<file path="src/verilog/iuac_map.svh">
`ifndef IUAC_MAP_SVH
`define IUAC_MAP_SVH
// ****************************************
// register byte addresses
// ****************************************
`define IUAC_A_CTRL 8'h00
`define IUAC_A_UDP 8'h04
`define IUAC_A_PROT 8'h08
`define IUAC_A_NXT 8'h0C
`define IUAC_A_M2LO 8'h10
`define IUAC_A_M2HI 8'h14
`define IUAC_A_K2LO 8'h18
`define IUAC_A_K2HI 8'h1C
`define IUAC_A_FLOW 8'h20
`define IUAC_A_STAT 8'h24
`define IUAC_A_ADDR_HI 3'h2
// ****************************************
// field positions
// ****************************************
`define IUAC_F_MODE 1:0
`define IUAC_F_PTR 4:2
`define IUAC_F_UDP 5
`define IUAC_F_OUTER 6
`define IUAC_F_UPD 7
`define IUAC_F_TSCRC 8
`define IUAC_F_STAGE 11:9
`define IUAC_F_ACH 12
`define IUAC_F_M1 7:0
`define IUAC_F_K1 15:8
`define IUAC_F_O1 20:16
`define IUAC_F_O2 27:21
`define IUAC_F_NOFS 7:0
`define IUAC_F_FOFS 12:8
// ****************************************
// reset values
// ****************************************
`define IUAC_RST_CTRL 13'h0414
`define IUAC_RST_ZERO 32'h0000_0000
// ****************************************
// codes and lengths
// ****************************************
`define IUAC_NFLOW 2
`define IUAC_MODE_V4 2'h0
`define IUAC_MODE_V6 2'h1
`define IUAC_MODE_W128 2'h3
`define IUAC_FM_SRC 2'h1
`define IUAC_FM_DST 2'h2
`define IUAC_FM_ANY 2'h3
`define IUAC_PTR_ETH2 3'h1
`define IUAC_PTR_IP1 3'h2
`define IUAC_PTR_IP2 3'h3
`define IUAC_PTR_PTP 3'h5
`define IUAC_STAGE_MIN 3'h2
`define IUAC_STAGE_MAX 3'h4
`define IUAC_VER4 4'h4
`define IUAC_VER6 4'h6
`define IUAC_HLEN4 4'h5
`define IUAC_LEN4 8'h14
`define IUAC_LEN6 8'h28
`define IUAC_LEN_UDP 8'h08
`define IUAC_LEN_ESP 8'h08
`define IUAC_ADDR_BYTES 8'h20
`define IUAC_ADDR4_BYTES 8'h08
`define IUAC_WIN2_BYTES 8'h08
`define IUAC_PORT_BYTES 8'h04
`define IUAC_X_HOP 8'h00
`define IUAC_X_ROUTE 8'h2B
`define IUAC_X_FRAG 8'h2C
`define IUAC_X_DOPT 8'h3C
`define IUAC_CSUM_GOOD 16'hFFFF
`endif

</file>
<file path="src/verilog/iuac_pkg.sv">
package iuac_pkg;
    typedef enum logic {IUAC_IDLE, IUAC_ACTIVE} iuac_state_e;
    typedef logic [7:0] iuac_addr_t;
    typedef struct packed {
        iuac_state_e st;
        logic [12:0] ctrl;
        logic [31:0] udp_ports;
        logic [27:0] prot;
        logic [12:0] nxt;
        logic [63:0] m2;
        logic [63:0] k2;
        logic [3:0] flow_mode;
        logic [7:0][31:0] faddr;
        logic [7:0] pos;
        logic [7:0] vhl;
        logic [15:0] frag;
        logic [7:0] cap1;
        logic [63:0] win2;
        logic [255:0] addr;
        logic [31:0] ports;
        logic [15:0] csum;
        logic [7:0] hi;
        logic [15:0] pad;
        logic [31:0] rdata;
        logic out_valid;
        logic [1:0] out_match;
        logic out_ok;
        logic [7:0] out_nofs;
        logic [2:0] out_ptr;
        logic out_ipsec;
        logic out_two;
        logic out_csum;
        logic out_crc;
    } iuac_state_s;
endpackage

</file>
<file path="src/verilog/iuac_comparator.sv">
// Function
// - two instances, usable at stages two to four
// - accept IPv4/IPv6 with optional UDP, and ACH
// - UDP expected only after inner IP header
// - IPv4 header length verifies next offset
// - IPv6 header size verifies next offset
// - UDP ports checked against shared setting
// - IPv4 options and fragments unsupported
// - per-flow source/destination/either address match
// - innermost IPv6 keeps valid UDP checksum
// - checksum is one's complement sum check
// - adjust pad bytes when fields change, in IPv6 mode only
// - IPv6 extension headers unsupported
// - ACH accepted after MPLS label stack
// - ACH checked as protocol, no flows
// - IPSec frames: two-step only, no modify
// - one match/mask set detects IPSec header
// - ingress timestamp: reserved bytes or CRC
// - field widths 4,8,32,32/128,64 bits
// - 2-bit mode selects protocol and version check
// - 3-bit following-stage pointer, reserved codes
//
// Implementation choices: the plain strobed port and the placing of the registers.
`include "iuac_map.svh"
`timescale 1ns/1ps
`default_nettype none
module iuac_comparator #(
    parameter logic [2:0] OWN_CODE = 3'h2
) (
    input wire logic CLK,
    input wire logic RST,
    input wire iuac_pkg::iuac_addr_t ADDR,
    input wire logic [31:0] WDATA,
    input wire logic WR,
    input wire logic RD,
    output logic [31:0] RDATA,
    input wire logic IN_VALID,
    input wire logic IN_SOF,
    input wire logic IN_EOF,
    input wire logic [7:0] IN_DATA,
    input wire logic [2:0] IN_TARGET,
    input wire logic [2:0] IN_STAGE,
    input wire logic MOD_VALID,
    input wire logic [15:0] MOD_OLD,
    input wire logic [15:0] MOD_NEW,
    output logic OUT_VALID,
    output logic [`IUAC_NFLOW-1:0] OUT_FLOW_MATCH,
    output logic OUT_PROT_OK,
    output logic [7:0] OUT_NEXT_OFFSET,
    output logic [2:0] OUT_NEXT_STAGE,
    output logic OUT_IPSEC,
    output logic OUT_TWO_STEP_ONLY,
    output logic OUT_TS_IN_CRC,
    output logic OUT_CSUM_OK,
    output logic [15:0] OUT_PAD
);
    import iuac_pkg::*;

    iuac_state_s r_reg;
    iuac_state_s r_next;
    // ****************************************
    // byte position and windows
    // ****************************************
    function automatic logic in_win(input logic [7:0] idx, input logic [7:0] start, input logic [7:0] len);
        logic [7:0] d;
        d = idx - start;
        in_win = (idx >= start) && (d < len);
    endfunction

    logic sel;
    logic sof_ok;
    logic byte_ok;
    logic [7:0] idx;
    logic [7:0] fofs;
    logic [255:0] addr_nx;
    logic wide;
    assign sel = (IN_TARGET == OWN_CODE) && (IN_STAGE == r_reg.ctrl[`IUAC_F_STAGE]);
    assign sof_ok = IN_VALID && IN_SOF && sel;
    assign byte_ok = sof_ok || (IN_VALID && !IN_SOF && (r_reg.st == IUAC_ACTIVE));
    assign idx = IN_SOF ? 8'h00 : r_reg.pos;
    assign fofs = {3'b000, r_reg.nxt[`IUAC_F_FOFS]};
    assign addr_nx = (byte_ok && in_win(idx, fofs, wide ? `IUAC_ADDR_BYTES : `IUAC_ADDR4_BYTES))
                     ? {r_reg.addr[247:0], IN_DATA} : r_reg.addr;
    assign wide = (r_reg.ctrl[`IUAC_F_MODE] == `IUAC_MODE_V6) || (r_reg.ctrl[`IUAC_F_MODE] == `IUAC_MODE_W128);

    // ****************************************
    // one's complement arithmetic
    // ****************************************
    logic [15:0] cs_base;
    logic [15:0] cs_word;
    logic [15:0] cs_sum;
    logic [15:0] pad_a;
    logic [15:0] pad_b;
    assign cs_base = IN_SOF ? 16'h0000 : r_reg.csum;
    assign cs_word = idx[0] ? {r_reg.hi, IN_DATA} : {IN_DATA, 8'h00};
    iuac_oc_add u_csum (.a(cs_base), .b(cs_word), .y(cs_sum));
    iuac_oc_add u_pad_a (.a(r_reg.pad), .b(MOD_OLD), .y(pad_a));
    iuac_oc_add u_pad_b (.a(pad_a), .b(~MOD_NEW), .y(pad_b));

    // ****************************************
    // per-flow address match
    // ****************************************
    logic [`IUAC_NFLOW-1:0] fhit;
    genvar g;
    generate
        for (g = 0; g < `IUAC_NFLOW; g = g + 1) begin : g_flow
            logic [127:0] fa;
            logic [127:0] src;
            logic [127:0] dst;
            logic [1:0] fm;
            logic sm;
            logic dm;
            assign fm = r_reg.flow_mode[2*g+1:2*g];
            assign fa = wide ? {r_reg.faddr[4*g], r_reg.faddr[4*g+1], r_reg.faddr[4*g+2], r_reg.faddr[4*g+3]}
                             : {r_reg.faddr[4*g], 96'h0};
            assign src = wide ? addr_nx[255:128] : {addr_nx[63:32], 96'h0};
            assign dst = wide ? addr_nx[127:0] : {addr_nx[31:0], 96'h0};
            assign sm = (src == fa);
            assign dm = (dst == fa);
            assign fhit[g] = ((fm == `IUAC_FM_SRC) && sm) || ((fm == `IUAC_FM_DST) && dm)
                             || ((fm == `IUAC_FM_ANY) && (sm || dm));
        end
    endgenerate

    // ****************************************
    // next state
    // ****************************************
    always_comb begin
        logic [1:0] mode;
        logic ach;
        logic udp_eff;
        logic esp_exp;
        logic m2hit;
        logic p1ok;
        logic ver_ok;
        logic [7:0] hdr;
        logic [7:0] nofs;
        logic [7:0] udp_pos;
        logic [7:0] o1;
        logic [7:0] o2;
        mode = r_reg.ctrl[`IUAC_F_MODE];
        m2hit = 1'b0;
        p1ok = 1'b0;
        ver_ok = 1'b1;
        ach = r_reg.ctrl[`IUAC_F_ACH];
        udp_eff = r_reg.ctrl[`IUAC_F_UDP] && !r_reg.ctrl[`IUAC_F_OUTER];
        esp_exp = !ach && (|r_reg.k2);
        o1 = {3'b000, r_reg.prot[`IUAC_F_O1]};
        o2 = {1'b0, r_reg.prot[`IUAC_F_O2]};
        hdr = (mode == `IUAC_MODE_V4) ? {2'b00, r_reg.vhl[3:0], 2'b00} : `IUAC_LEN6;
        if (esp_exp) begin
            hdr = hdr + `IUAC_LEN_ESP;
        end
        udp_pos = hdr;
        nofs = udp_eff ? hdr + `IUAC_LEN_UDP : hdr;
        r_next = r_reg;
        r_next.out_valid = 1'b0;
        // ********** register bus **********
        r_next.rdata = `IUAC_RST_ZERO;
        if (WR) begin
            if (ADDR == `IUAC_A_CTRL) begin
                r_next.ctrl[12:5] = WDATA[12:5];
                r_next.ctrl[`IUAC_F_MODE] = WDATA[`IUAC_F_MODE];
                if ((WDATA[`IUAC_F_STAGE] >= `IUAC_STAGE_MIN) && (WDATA[`IUAC_F_STAGE] <= `IUAC_STAGE_MAX)) begin
                    r_next.ctrl[`IUAC_F_STAGE] = WDATA[`IUAC_F_STAGE];
                end else begin
                    r_next.ctrl[`IUAC_F_STAGE] = r_reg.ctrl[`IUAC_F_STAGE];
                end
                // reserved pointer codes are not taken
                if ((WDATA[`IUAC_F_PTR] == `IUAC_PTR_ETH2) || (WDATA[`IUAC_F_PTR] == `IUAC_PTR_IP1)
                    || (WDATA[`IUAC_F_PTR] == `IUAC_PTR_IP2) || (WDATA[`IUAC_F_PTR] == `IUAC_PTR_PTP)) begin
                    r_next.ctrl[`IUAC_F_PTR] = WDATA[`IUAC_F_PTR];
                end
            end else if (ADDR == `IUAC_A_UDP) begin
                r_next.udp_ports = WDATA;
            end else if (ADDR == `IUAC_A_PROT) begin
                r_next.prot = WDATA[27:0];
            end else if (ADDR == `IUAC_A_NXT) begin
                r_next.nxt = WDATA[12:0];
            end else if (ADDR == `IUAC_A_M2LO) begin
                r_next.m2[31:0] = WDATA;
            end else if (ADDR == `IUAC_A_M2HI) begin
                r_next.m2[63:32] = WDATA;
            end else if (ADDR == `IUAC_A_K2LO) begin
                r_next.k2[31:0] = WDATA;
            end else if (ADDR == `IUAC_A_K2HI) begin
                r_next.k2[63:32] = WDATA;
            end else if (ADDR == `IUAC_A_FLOW) begin
                r_next.flow_mode = WDATA[3:0];
            end else if (ADDR[7:5] == `IUAC_A_ADDR_HI) begin
                r_next.faddr[ADDR[4:2]] = WDATA;
            end
        end
        if (RD) begin
            if (ADDR == `IUAC_A_CTRL) begin
                r_next.rdata = {19'h0, r_reg.ctrl};
            end else if (ADDR == `IUAC_A_UDP) begin
                r_next.rdata = r_reg.udp_ports;
            end else if (ADDR == `IUAC_A_PROT) begin
                r_next.rdata = {4'h0, r_reg.prot};
            end else if (ADDR == `IUAC_A_NXT) begin
                r_next.rdata = {19'h0, r_reg.nxt};
            end else if (ADDR == `IUAC_A_M2LO) begin
                r_next.rdata = r_reg.m2[31:0];
            end else if (ADDR == `IUAC_A_M2HI) begin
                r_next.rdata = r_reg.m2[63:32];
            end else if (ADDR == `IUAC_A_K2LO) begin
                r_next.rdata = r_reg.k2[31:0];
            end else if (ADDR == `IUAC_A_K2HI) begin
                r_next.rdata = r_reg.k2[63:32];
            end else if (ADDR == `IUAC_A_FLOW) begin
                r_next.rdata = {28'h0, r_reg.flow_mode};
            end else if (ADDR == `IUAC_A_STAT) begin
                r_next.rdata = {10'h0, (r_reg.st == IUAC_ACTIVE), r_reg.out_match, r_reg.out_csum,
                                r_reg.out_ipsec, r_reg.out_ok, r_reg.pad};
            end else if (ADDR[7:5] == `IUAC_A_ADDR_HI) begin
                r_next.rdata = r_reg.faddr[ADDR[4:2]];
            end
        end
        // ********** header capture **********
        if (MOD_VALID && r_reg.ctrl[`IUAC_F_UPD] && (mode == `IUAC_MODE_V6)) begin
            r_next.pad = pad_b;
        end
        if (byte_ok) begin
            r_next.st = IUAC_ACTIVE;
            r_next.pos = (idx == 8'hFF) ? idx : idx + 8'h01;
            r_next.addr = addr_nx;
            if (!(MOD_VALID && r_reg.ctrl[`IUAC_F_UPD])) begin
                r_next.pad = {r_reg.pad[7:0], IN_DATA};
            end
            if (idx == 8'h00) begin
                r_next.vhl = IN_DATA;
            end
            if (idx == 8'h06) begin
                r_next.frag[15:8] = IN_DATA;
            end
            if (idx == 8'h07) begin
                r_next.frag[7:0] = IN_DATA;
            end
            if (idx == o1) begin
                r_next.cap1 = IN_DATA;
            end
            if (in_win(idx, o2, `IUAC_WIN2_BYTES)) begin
                r_next.win2 = {r_reg.win2[55:0], IN_DATA};
            end
            if (in_win(idx, udp_pos, `IUAC_PORT_BYTES)) begin
                r_next.ports = {r_reg.ports[23:0], IN_DATA};
            end
            if (!idx[0]) begin
                r_next.hi = IN_DATA;
            end
            if (IN_SOF) begin
                r_next.csum = 16'h0000;
            end
            if (idx[0] || IN_EOF) begin
                r_next.csum = cs_sum;
            end
        end
        // ********** frame verdict **********
        m2hit = ((r_next.win2 ^ r_reg.m2) & r_reg.k2) == 64'h0;
        p1ok = ((r_next.cap1 ^ r_reg.prot[`IUAC_F_M1]) & r_reg.prot[`IUAC_F_K1]) == 8'h00;
        if (mode == `IUAC_MODE_V4) begin
            ver_ok = (r_next.vhl[7:4] == `IUAC_VER4) && (r_next.vhl[3:0] == `IUAC_HLEN4)
                     && (r_next.frag[13:0] == 14'h0000);
        end else if (mode == `IUAC_MODE_V6) begin
            ver_ok = (r_next.vhl[7:4] == `IUAC_VER6) && (r_next.cap1 != `IUAC_X_HOP) && (r_next.cap1 != `IUAC_X_ROUTE)
                     && (r_next.cap1 != `IUAC_X_FRAG) && (r_next.cap1 != `IUAC_X_DOPT);
        end else begin
            nofs = r_reg.nxt[`IUAC_F_NOFS];
        end
        if (byte_ok && IN_EOF) begin
            r_next.st = IUAC_IDLE;
            r_next.out_valid = 1'b1;
            r_next.out_ptr = r_reg.ctrl[`IUAC_F_PTR];
            if (ach) begin
                // ach sits where the control word would be and carries no flows
                r_next.out_ok = m2hit;
                r_next.out_nofs = r_reg.nxt[`IUAC_F_NOFS];
                r_next.out_match = 2'b00;
                r_next.out_ipsec = 1'b0;
            end else begin
                r_next.out_ok = ver_ok && p1ok && m2hit && (nofs == r_reg.nxt[`IUAC_F_NOFS])
                                && (!udp_eff || (r_next.ports == r_reg.udp_ports));
                r_next.out_nofs = nofs;
                r_next.out_match = fhit;
                r_next.out_ipsec = esp_exp && m2hit;
            end
            r_next.out_two = !ach && esp_exp && m2hit;
            r_next.out_crc = r_reg.ctrl[`IUAC_F_TSCRC] && !ach && esp_exp && m2hit;
            r_next.out_csum = (mode == `IUAC_MODE_V6) && udp_eff && (r_next.csum == `IUAC_CSUM_GOOD);
        end
    end

    always_ff @(posedge CLK) begin
        if (RST) begin
            r_reg <= '0;
            r_reg.st <= IUAC_IDLE;
            r_reg.ctrl <= `IUAC_RST_CTRL;
            r_reg.out_ptr <= `IUAC_PTR_PTP;
        end else begin
            r_reg <= r_next;
        end
    end
    assign RDATA = r_reg.rdata;
    assign OUT_VALID = r_reg.out_valid;
    assign OUT_FLOW_MATCH = r_reg.out_match;
    assign OUT_PROT_OK = r_reg.out_ok;
    assign OUT_NEXT_OFFSET = r_reg.out_nofs;
    assign OUT_NEXT_STAGE = r_reg.out_ptr;
    assign OUT_IPSEC = r_reg.out_ipsec;
    assign OUT_TWO_STEP_ONLY = r_reg.out_two;
    assign OUT_TS_IN_CRC = r_reg.out_crc;
    assign OUT_CSUM_OK = r_reg.out_csum;
    assign OUT_PAD = r_reg.pad;
endmodule
`default_nettype wire

</file>
<file path="src/verilog/iuac_oc_add.sv">
`timescale 1ns/1ps
`default_nettype none
// ****************************************
// one's complement 16-bit adder
// ****************************************
module iuac_oc_add (
    input wire logic [15:0] a,
    input wire logic [15:0] b,
    output logic [15:0] y
);
    logic [16:0] s;
    logic [16:0] f;
    assign s = {1'b0, a} + {1'b0, b};
    // end-around carry
    assign f = {1'b0, s[15:0]} + {16'h0000, s[16]};
    assign y = f[15:0];
endmodule
`default_nettype wire

</file>
<file path="config.mk">
export PLATFORM = sky130hd
export DESIGN_NAME = iuac_comparator
export DESIGN_NICKNAME = d
export VERILOG_FILES = /design/src/verilog/iuac_pkg.sv /design/src/verilog/iuac_comparator.sv /design/src/verilog/iuac_oc_add.sv
export VERILOG_INCLUDE_DIRS = /design/src /design/src/verilog
export SDC_FILE = /design/constraint.sdc
export NUM_CORES = 2
export LEC_CHECK = 0
export BUFFER_PORTS_ARGS = -buffer_cell sky130_fd_sc_hd__buf_2
export CAP_MARGIN = 20
export CORE_MARGIN = 2
export CORE_UTILIZATION = 23
export DETAILED_ROUTE_END_ITERATION = 8
export PLACE_DENSITY = 0.41
export SETUP_SLACK_MARGIN = 0.15
export SLEW_MARGIN = 20
export SYNTH_ARGS = -nofsm -noshare
export SYNTH_HDL_FRONTEND = slang
export SYNTH_SLANG_ARGS = --single-unit
</file>
<file path="constraint.sdc">
create_clock -name CLK -period 7.9 [get_ports CLK]
set_clock_uncertainty 0.05 [all_clocks]
set_input_delay 0.79 -clock CLK [delete_from_list [all_inputs] [get_ports CLK]]
set_output_delay 0.79 -clock CLK [all_outputs]
set_load 0.05 [all_outputs]
</file>
# Yosys cells after proc, flatten, opt, wreduce, memory -nomap -nowiden
# Index checks and enable logic that the tools add are counted.
[totals] register_bits=958 latch_bits=0 mem_bits_rw=0 mem_bits_ro=0 mem_count=0
[op_classes] n_addsub=12 n_mul=0 div=0 magnitude_cmp=10 eq_ne=41 shifts=0 n_mux=47 bitwise_logic=16 n_reduce_logical=82
[op_table] operator="$eq A128 B128 Y1" n=4
[op_table] operator="$mux W424" n=1
[op_table] operator="$mux W32" n=13
[op_table] operator="$bwmux W256" n=1
[op_table] operator="$mux W128" n=2
[op_table] operator="$mux W256" n=1
[op_table] operator="$mux W96" n=2
[op_table] operator="$bmux W32 S3" n=1
[op_table] operator="$demux W32 S3" n=1
[op_table] operator="$mux W16" n=5
[op_table] operator="$mux W8" n=10
[op_table] operator="$and A64 B64 Y64" n=1
[op_table] operator="$logic_not A64 Y1" n=1
[op_table] operator="$mux W64" n=1
[op_table] operator="$reduce_or A64 Y1" n=1
[op_table] operator="$xor A64 B64 Y64" n=1
[op_table] operator="$add A16 B16 Y17" n=3
[op_table] operator="$add A16 B1 Y16" n=3
[op_table] operator="$logic_and A1 B1 Y1" n=40
[op_table] operator="$eq A32 B32 Y1" n=1
[op_table] operator="$eq A8 B5 Y1 const B" n=4
[op_table] operator="$eq A8 B3 Y1 const B" n=3
[op_table] operator="$logic_not A8 Y1" n=3
[op_table] operator="$ne A8 B6 Y1 const B" n=3
[op_table] operator="other kinds (54)" n=102

# Depth between registers and ports, before layout
[depth] depth_word=22 mapped_depth=38

# Modules after synthesis
# A second synthesis with hierarchy kept.
[unflattened] hier_cells=6480 area_unflattened_um2=52178.8
[modules_own_cells] module="iuac_comparator" n_inst=1 cells_each=6096 area_per_inst_um2=49194.7 seq_area_each_um2=19138.4
[modules_own_cells] module="iuac_oc_add" n_inst=3 cells_each=128 area_per_inst_um2=994.7 seq_area_each_um2=0.0

# Worst setup path after synthesis
# No wires, ideal clock.
[synth_timing] path_kind="in2reg" start="in MOD_OLD[0]" end="reg r_reg, in the netlist OUT_PAD[8]" setup_ps=114 arrival_time_ps=6553 t_required_ps=7736 setup_slack_ps=1183 stages=37 n_path_buf=0 cell_sequence="ha_1 inv_1 fa_1 nor2b_1 o21ai_0 a21boi_0 o21ai_0 nand2b_1 a31oi_1 o311ai_0 o211ai_1 nor2b_1 o21ai_0 nand2b_1 ha_1 ha_1 nand4_1 xnor2_1 ha_1 or3_1 o21bai_1 a31oi_1 o21ai_0 and2_1 o221a_2 o21ai_0 a21oi_1 o21ai_0 nand2b_1 ha_1 ha_1 nand2_1 nor3_1 nand2_1 nor2_1 xor2_1 a2111oi_0"
[synth_between] elab_chain_len=7
[synth_rtl] item="from (decl)" line="iuac_comparator.sv:44" rtl="input wire logic [15:0] MOD_OLD,"
[synth_rtl] item="$add A16 B16 Y17 (*)" line="iuac_oc_add.sv:13" rtl="assign s = {1'b0, a} + {1'b0, b};"
[synth_rtl] item="$add A16 B1 Y16 (*)" line="iuac_oc_add.sv:15" rtl="assign f = {1'b0, s[15:0]} + {16'h0000, s[16]};"
[synth_rtl] item="$add A16 B16 Y17 (*)" line="iuac_oc_add.sv:13"
[synth_rtl] item="$add A16 B1 Y16 (*)" line="iuac_oc_add.sv:15"
[synth_rtl] item="$mux W16 (*)" line="iuac_comparator.sv:221" rtl="if (MOD_VALID && r_reg.ctrl[`IUAC_F_UPD] && (mode == `IUAC_MODE_V6)) begin"
[synth_rtl] item="$mux W16" line="iuac_comparator.sv:228" rtl="if (!(MOD_VALID && r_reg.ctrl[`IUAC_F_UPD])) begin"
[synth_rtl] item="$mux W424 (*)" line="iuac_comparator.sv:224" rtl="if (byte_ok) begin"
[synth_rtl] item="to (signal assigned)" line="iuac_comparator.sv:301" rtl="r_reg <= r_next;"
[synth_rtl] item="to (decl)" line="iuac_comparator.sv:59" rtl="iuac_state_s r_reg;"
# Every way passes the cells marked *; elsewhere a longest branch is shown, timed or not.
# A chain may end at the register's enable or synchronous reset.

# Final worst setup path
[layout_timing] start="reg r_reg, in the netlist OUT_PAD[0]" end="reg r_reg, in the netlist OUT_PAD[8]"
[layout_between] elab_chain_len=7
[layout_rtl] item="$add A16 B16 Y17" line="iuac_oc_add.sv:13"
[layout_rtl] item="$add A16 B1 Y16" line="iuac_oc_add.sv:15"
[layout_rtl] item="$add A16 B16 Y17" line="iuac_oc_add.sv:13"
[layout_rtl] item="$add A16 B1 Y16" line="iuac_oc_add.sv:15"
[layout_rtl] item="$mux W16" line="iuac_comparator.sv:221"
[layout_rtl] item="$mux W16" line="iuac_comparator.sv:228"
[layout_rtl] item="$mux W424 (*)" line="iuac_comparator.sv:224"
# Marked as above.

==> run metrics <==
top-area cell type share of the netlist area about 37%; antenna violations before repair 56; crit path max fanout 3; unrepaired setup endpoints after global routing no; Bufs on Longest Clock Path 3; Initial Util 23.2%; critical path required time 8.54 ns; Avg WL per Cell between 30 and 40 um; GPL Wtd Cong ~1.1; vias per cell between 5 and 6; Worst path slowest cell fa_1; final wirelength ~360,000 um; fin. max-slew vios 0; Syn Area/Cell 8.28 um2; Hold WC Path Type input port to flip-flop; hold_buf cts 0; Layout area overhead 20.4%; Clock Latency Late Sink roughly 0.84 ns; most frequent cells after synthesis nand2_1 (1,185), dfxtp_1 (956), nor2_1 (583); fin crit share between 80% and 90%; vias in the first global route between 40k and 50k; CP startpoint kind flip-flop; proportion of layout cells with a drive suffix above 1 14.6%; Global Route Usage Sum roughly 31%; Synth area leader dfxtp_1; most used cell, CP ha_1; MaxCap Viol Count 0; root buf cell clkbuf_16; global route overflow 0; DRC viols 0; Synth Register Bits around 960; Storage cell area 0.0191 mm2; EDFF count, synth 0; area of the core between 0.2 and 0.25 mm2; count of final hold-check violations 0; TritonCTS Sinks roughly 960; port bufs 160; Cell Area, Synth just over 0.05 mm2; Worst Tran Pin Value between 1 and 1.5 ns; Setup crit end kind flip-flop; routed via count ~53k; num rows about 170; htree depth 3; P_leak 24.3 nW; Layout Cells excl Fill ~9.5k; Die Area approximately 0.23 mm2; synth top area cells dfxtp_1 (37%), mux2i_1 (9.6%), nand2_1 (8.7%); HPWL Detailed 276,000 um; NumNets Final around 6.6k; Finish-stage setup viols 0; Post-Syn Nets roughly 6.3k; worst vdd ir ~0.00017 V; area occupied by multi-input gates about 0.030 mm2; first-pass GRT wire length between 400,000 and 500,000 um; Cells after Synth slightly above 6k; min cycle time layout 6.99 ns; outcome finished, final reports clean; Max-Slew Margin vs Limit roughly 8.6%; number of distinct library cells after synthesis 86; Detailed Routing Iterations Pass 1 8; CTS tree yes; pwr/cell area approximately 190 mW/mm2; largest net degree at the start of global routing 181; Die Y 475 um; TritonCTS buffer count between 100 and 150; Most used DFF post-synth dfxtp_1; Critical Path AT approximately 7.6 ns; max FFs per register 880; Ys Warns 0; DIE WIDTH approximately 480 um; Fmax between 0.1 and 0.15 GHz; Post-synth ARST share 0%; Hold Slack about 0.37 ns; CTS clk-pin slew, worst paths about 0.060 ns; Max stage delay on crit path roughly 0.4 ns; WS Path Type flip-flop to flip-flop; Layout Utilization 27.9%; most common cell in the netlist nand2_1; dpl cells 9,271; Fillers 23.7k; sequential share of the synthesized area around 37%; DR iter-0 viols just over 7k; IO Count between 150 and 200; ANT nets after route 0
-- cells in the final DEF (no fill, tap or decap), types with 74 or more instances in the layout --
master     synthesis  final
nand2_1         1185   1184
dfxtp_1          956    956
a21oi_1          578    577
nor2_1           583    573
mux2i_1          492    486
buf_4             70    430
xnor2_1          201    201
xor2_1           158    158
buf_2             14    157
a221oi_1         129    128
clkbuf_16          0    121
o21ai_0          113    111
o22ai_1          111    111
inv_1            106    105
a22oi_1           89     89
ha_1              77     77
nor4_1            77     74
-- worst max-delay path, delay by kind of cell (launching register included) --
family	cells	cell delay, ns
adders and majority gates	7	1.62
DFF	1	0.34
and+or+nand+nor	12	1.76
buffers and inverters	1	0.05
xor gates and xnor gates	2	0.36
AOI/OAI and AO/OA	15	2.67
-- layer usage --
layer / track usage, % / routed length [um] / vias to the layer above
met5: 0 / 324 / -
met4: 19.2 / 26300 / 18
met3: 6.20 / 28600 / 756
met2: 47.9 / 158000 / 2944
met1: 39.6 / 149000 / 26500
li1: - / - / 22400
-- through the flow --
| step | TNS, ns | area [um2] | worst slack [ns] | total power (W) |
|---|---|---|---|---|
| 3_5_place_dp | 0 | 57100 | 0.115 | 0.00559 |
| 4_1_cts | 0 | 61400 | 0.595 | 0.0116 |
| 3_3_place_gp | -0.0831 | 57100 | -0.0417 | 0.00559 |
| 5_1_grt | 0 | 61400 | 0.171 | 0.0118 |
| 6_report | 0 | 61500 | 0.910 | 0.0115 |
| 2_1_floorplan | 0 | 51100 | 1.18 | 0.00527 |
-- layout make-up --
class                      instances  area share, %
multi-input combinational       4649           48.1
clock buffer                     176           5.80
sequential                       956           31.1
inverter                         108          0.663
antenna                           24         0.0977
timing repair buffer             601           6.96
tap                             2958           6.02
clock inverter                    54           1.19
-- path summary, 6_finish.rpt --
| check | from | endpoint | slack [ns] | cells past startpoint |
|---|---|---|---|---|
| setup / recovery | OUT_PAD[0]$_SDFF_PP0_ | OUT_PAD[8]$_SDFF_PP0_ | 0.91 | 37 |
| hold / removal | WDATA[24] | r_reg[831]$_SDFFE_PP0P_ | 0.37 | 3 |
| setup reg to reg | OUT_PAD[0]$_SDFF_PP0_ | OUT_PAD[8]$_SDFF_PP0_ | 0.91 | 37 |
| hold reg to reg | OUT_TS_IN_CRC$_SDFFE_PP0P_ | OUT_TS_IN_CRC$_SDFFE_PP0P_ | 0.40 | 2 |
-- timing repair --
item | in CTS | in global routing
setup endpoints to repair | 0 | 8
resized for setup | 0 | 7
setup buffers | 0 | 0
-- where the power goes --
part	internal [W]	total, W	switching, W	leakage, nW
registers	0.00483	0.00485	0.0000247	7.70
logic	0.000178	0.000642	0.000464	14.5
clock network	0.00351	0.00602	0.00252	2.09
-- cells by family (layout without fill, tap and decap cells) --
logic type,after synthesis,count (layout),synth area share (%)
and+or+nand+nor,2262,2262,19.1
muxes,579,579,13.0
xor gates and xnor gates,360,360,6.20
buffers and inverters,562,939,4.93
DFF,956,956,37.5
AOI/OAI and AO/OA,1368,1368,17.2
other,0,24,0
adders and majority gates,80,80,2.00
(Power assumes the default switching activity.)
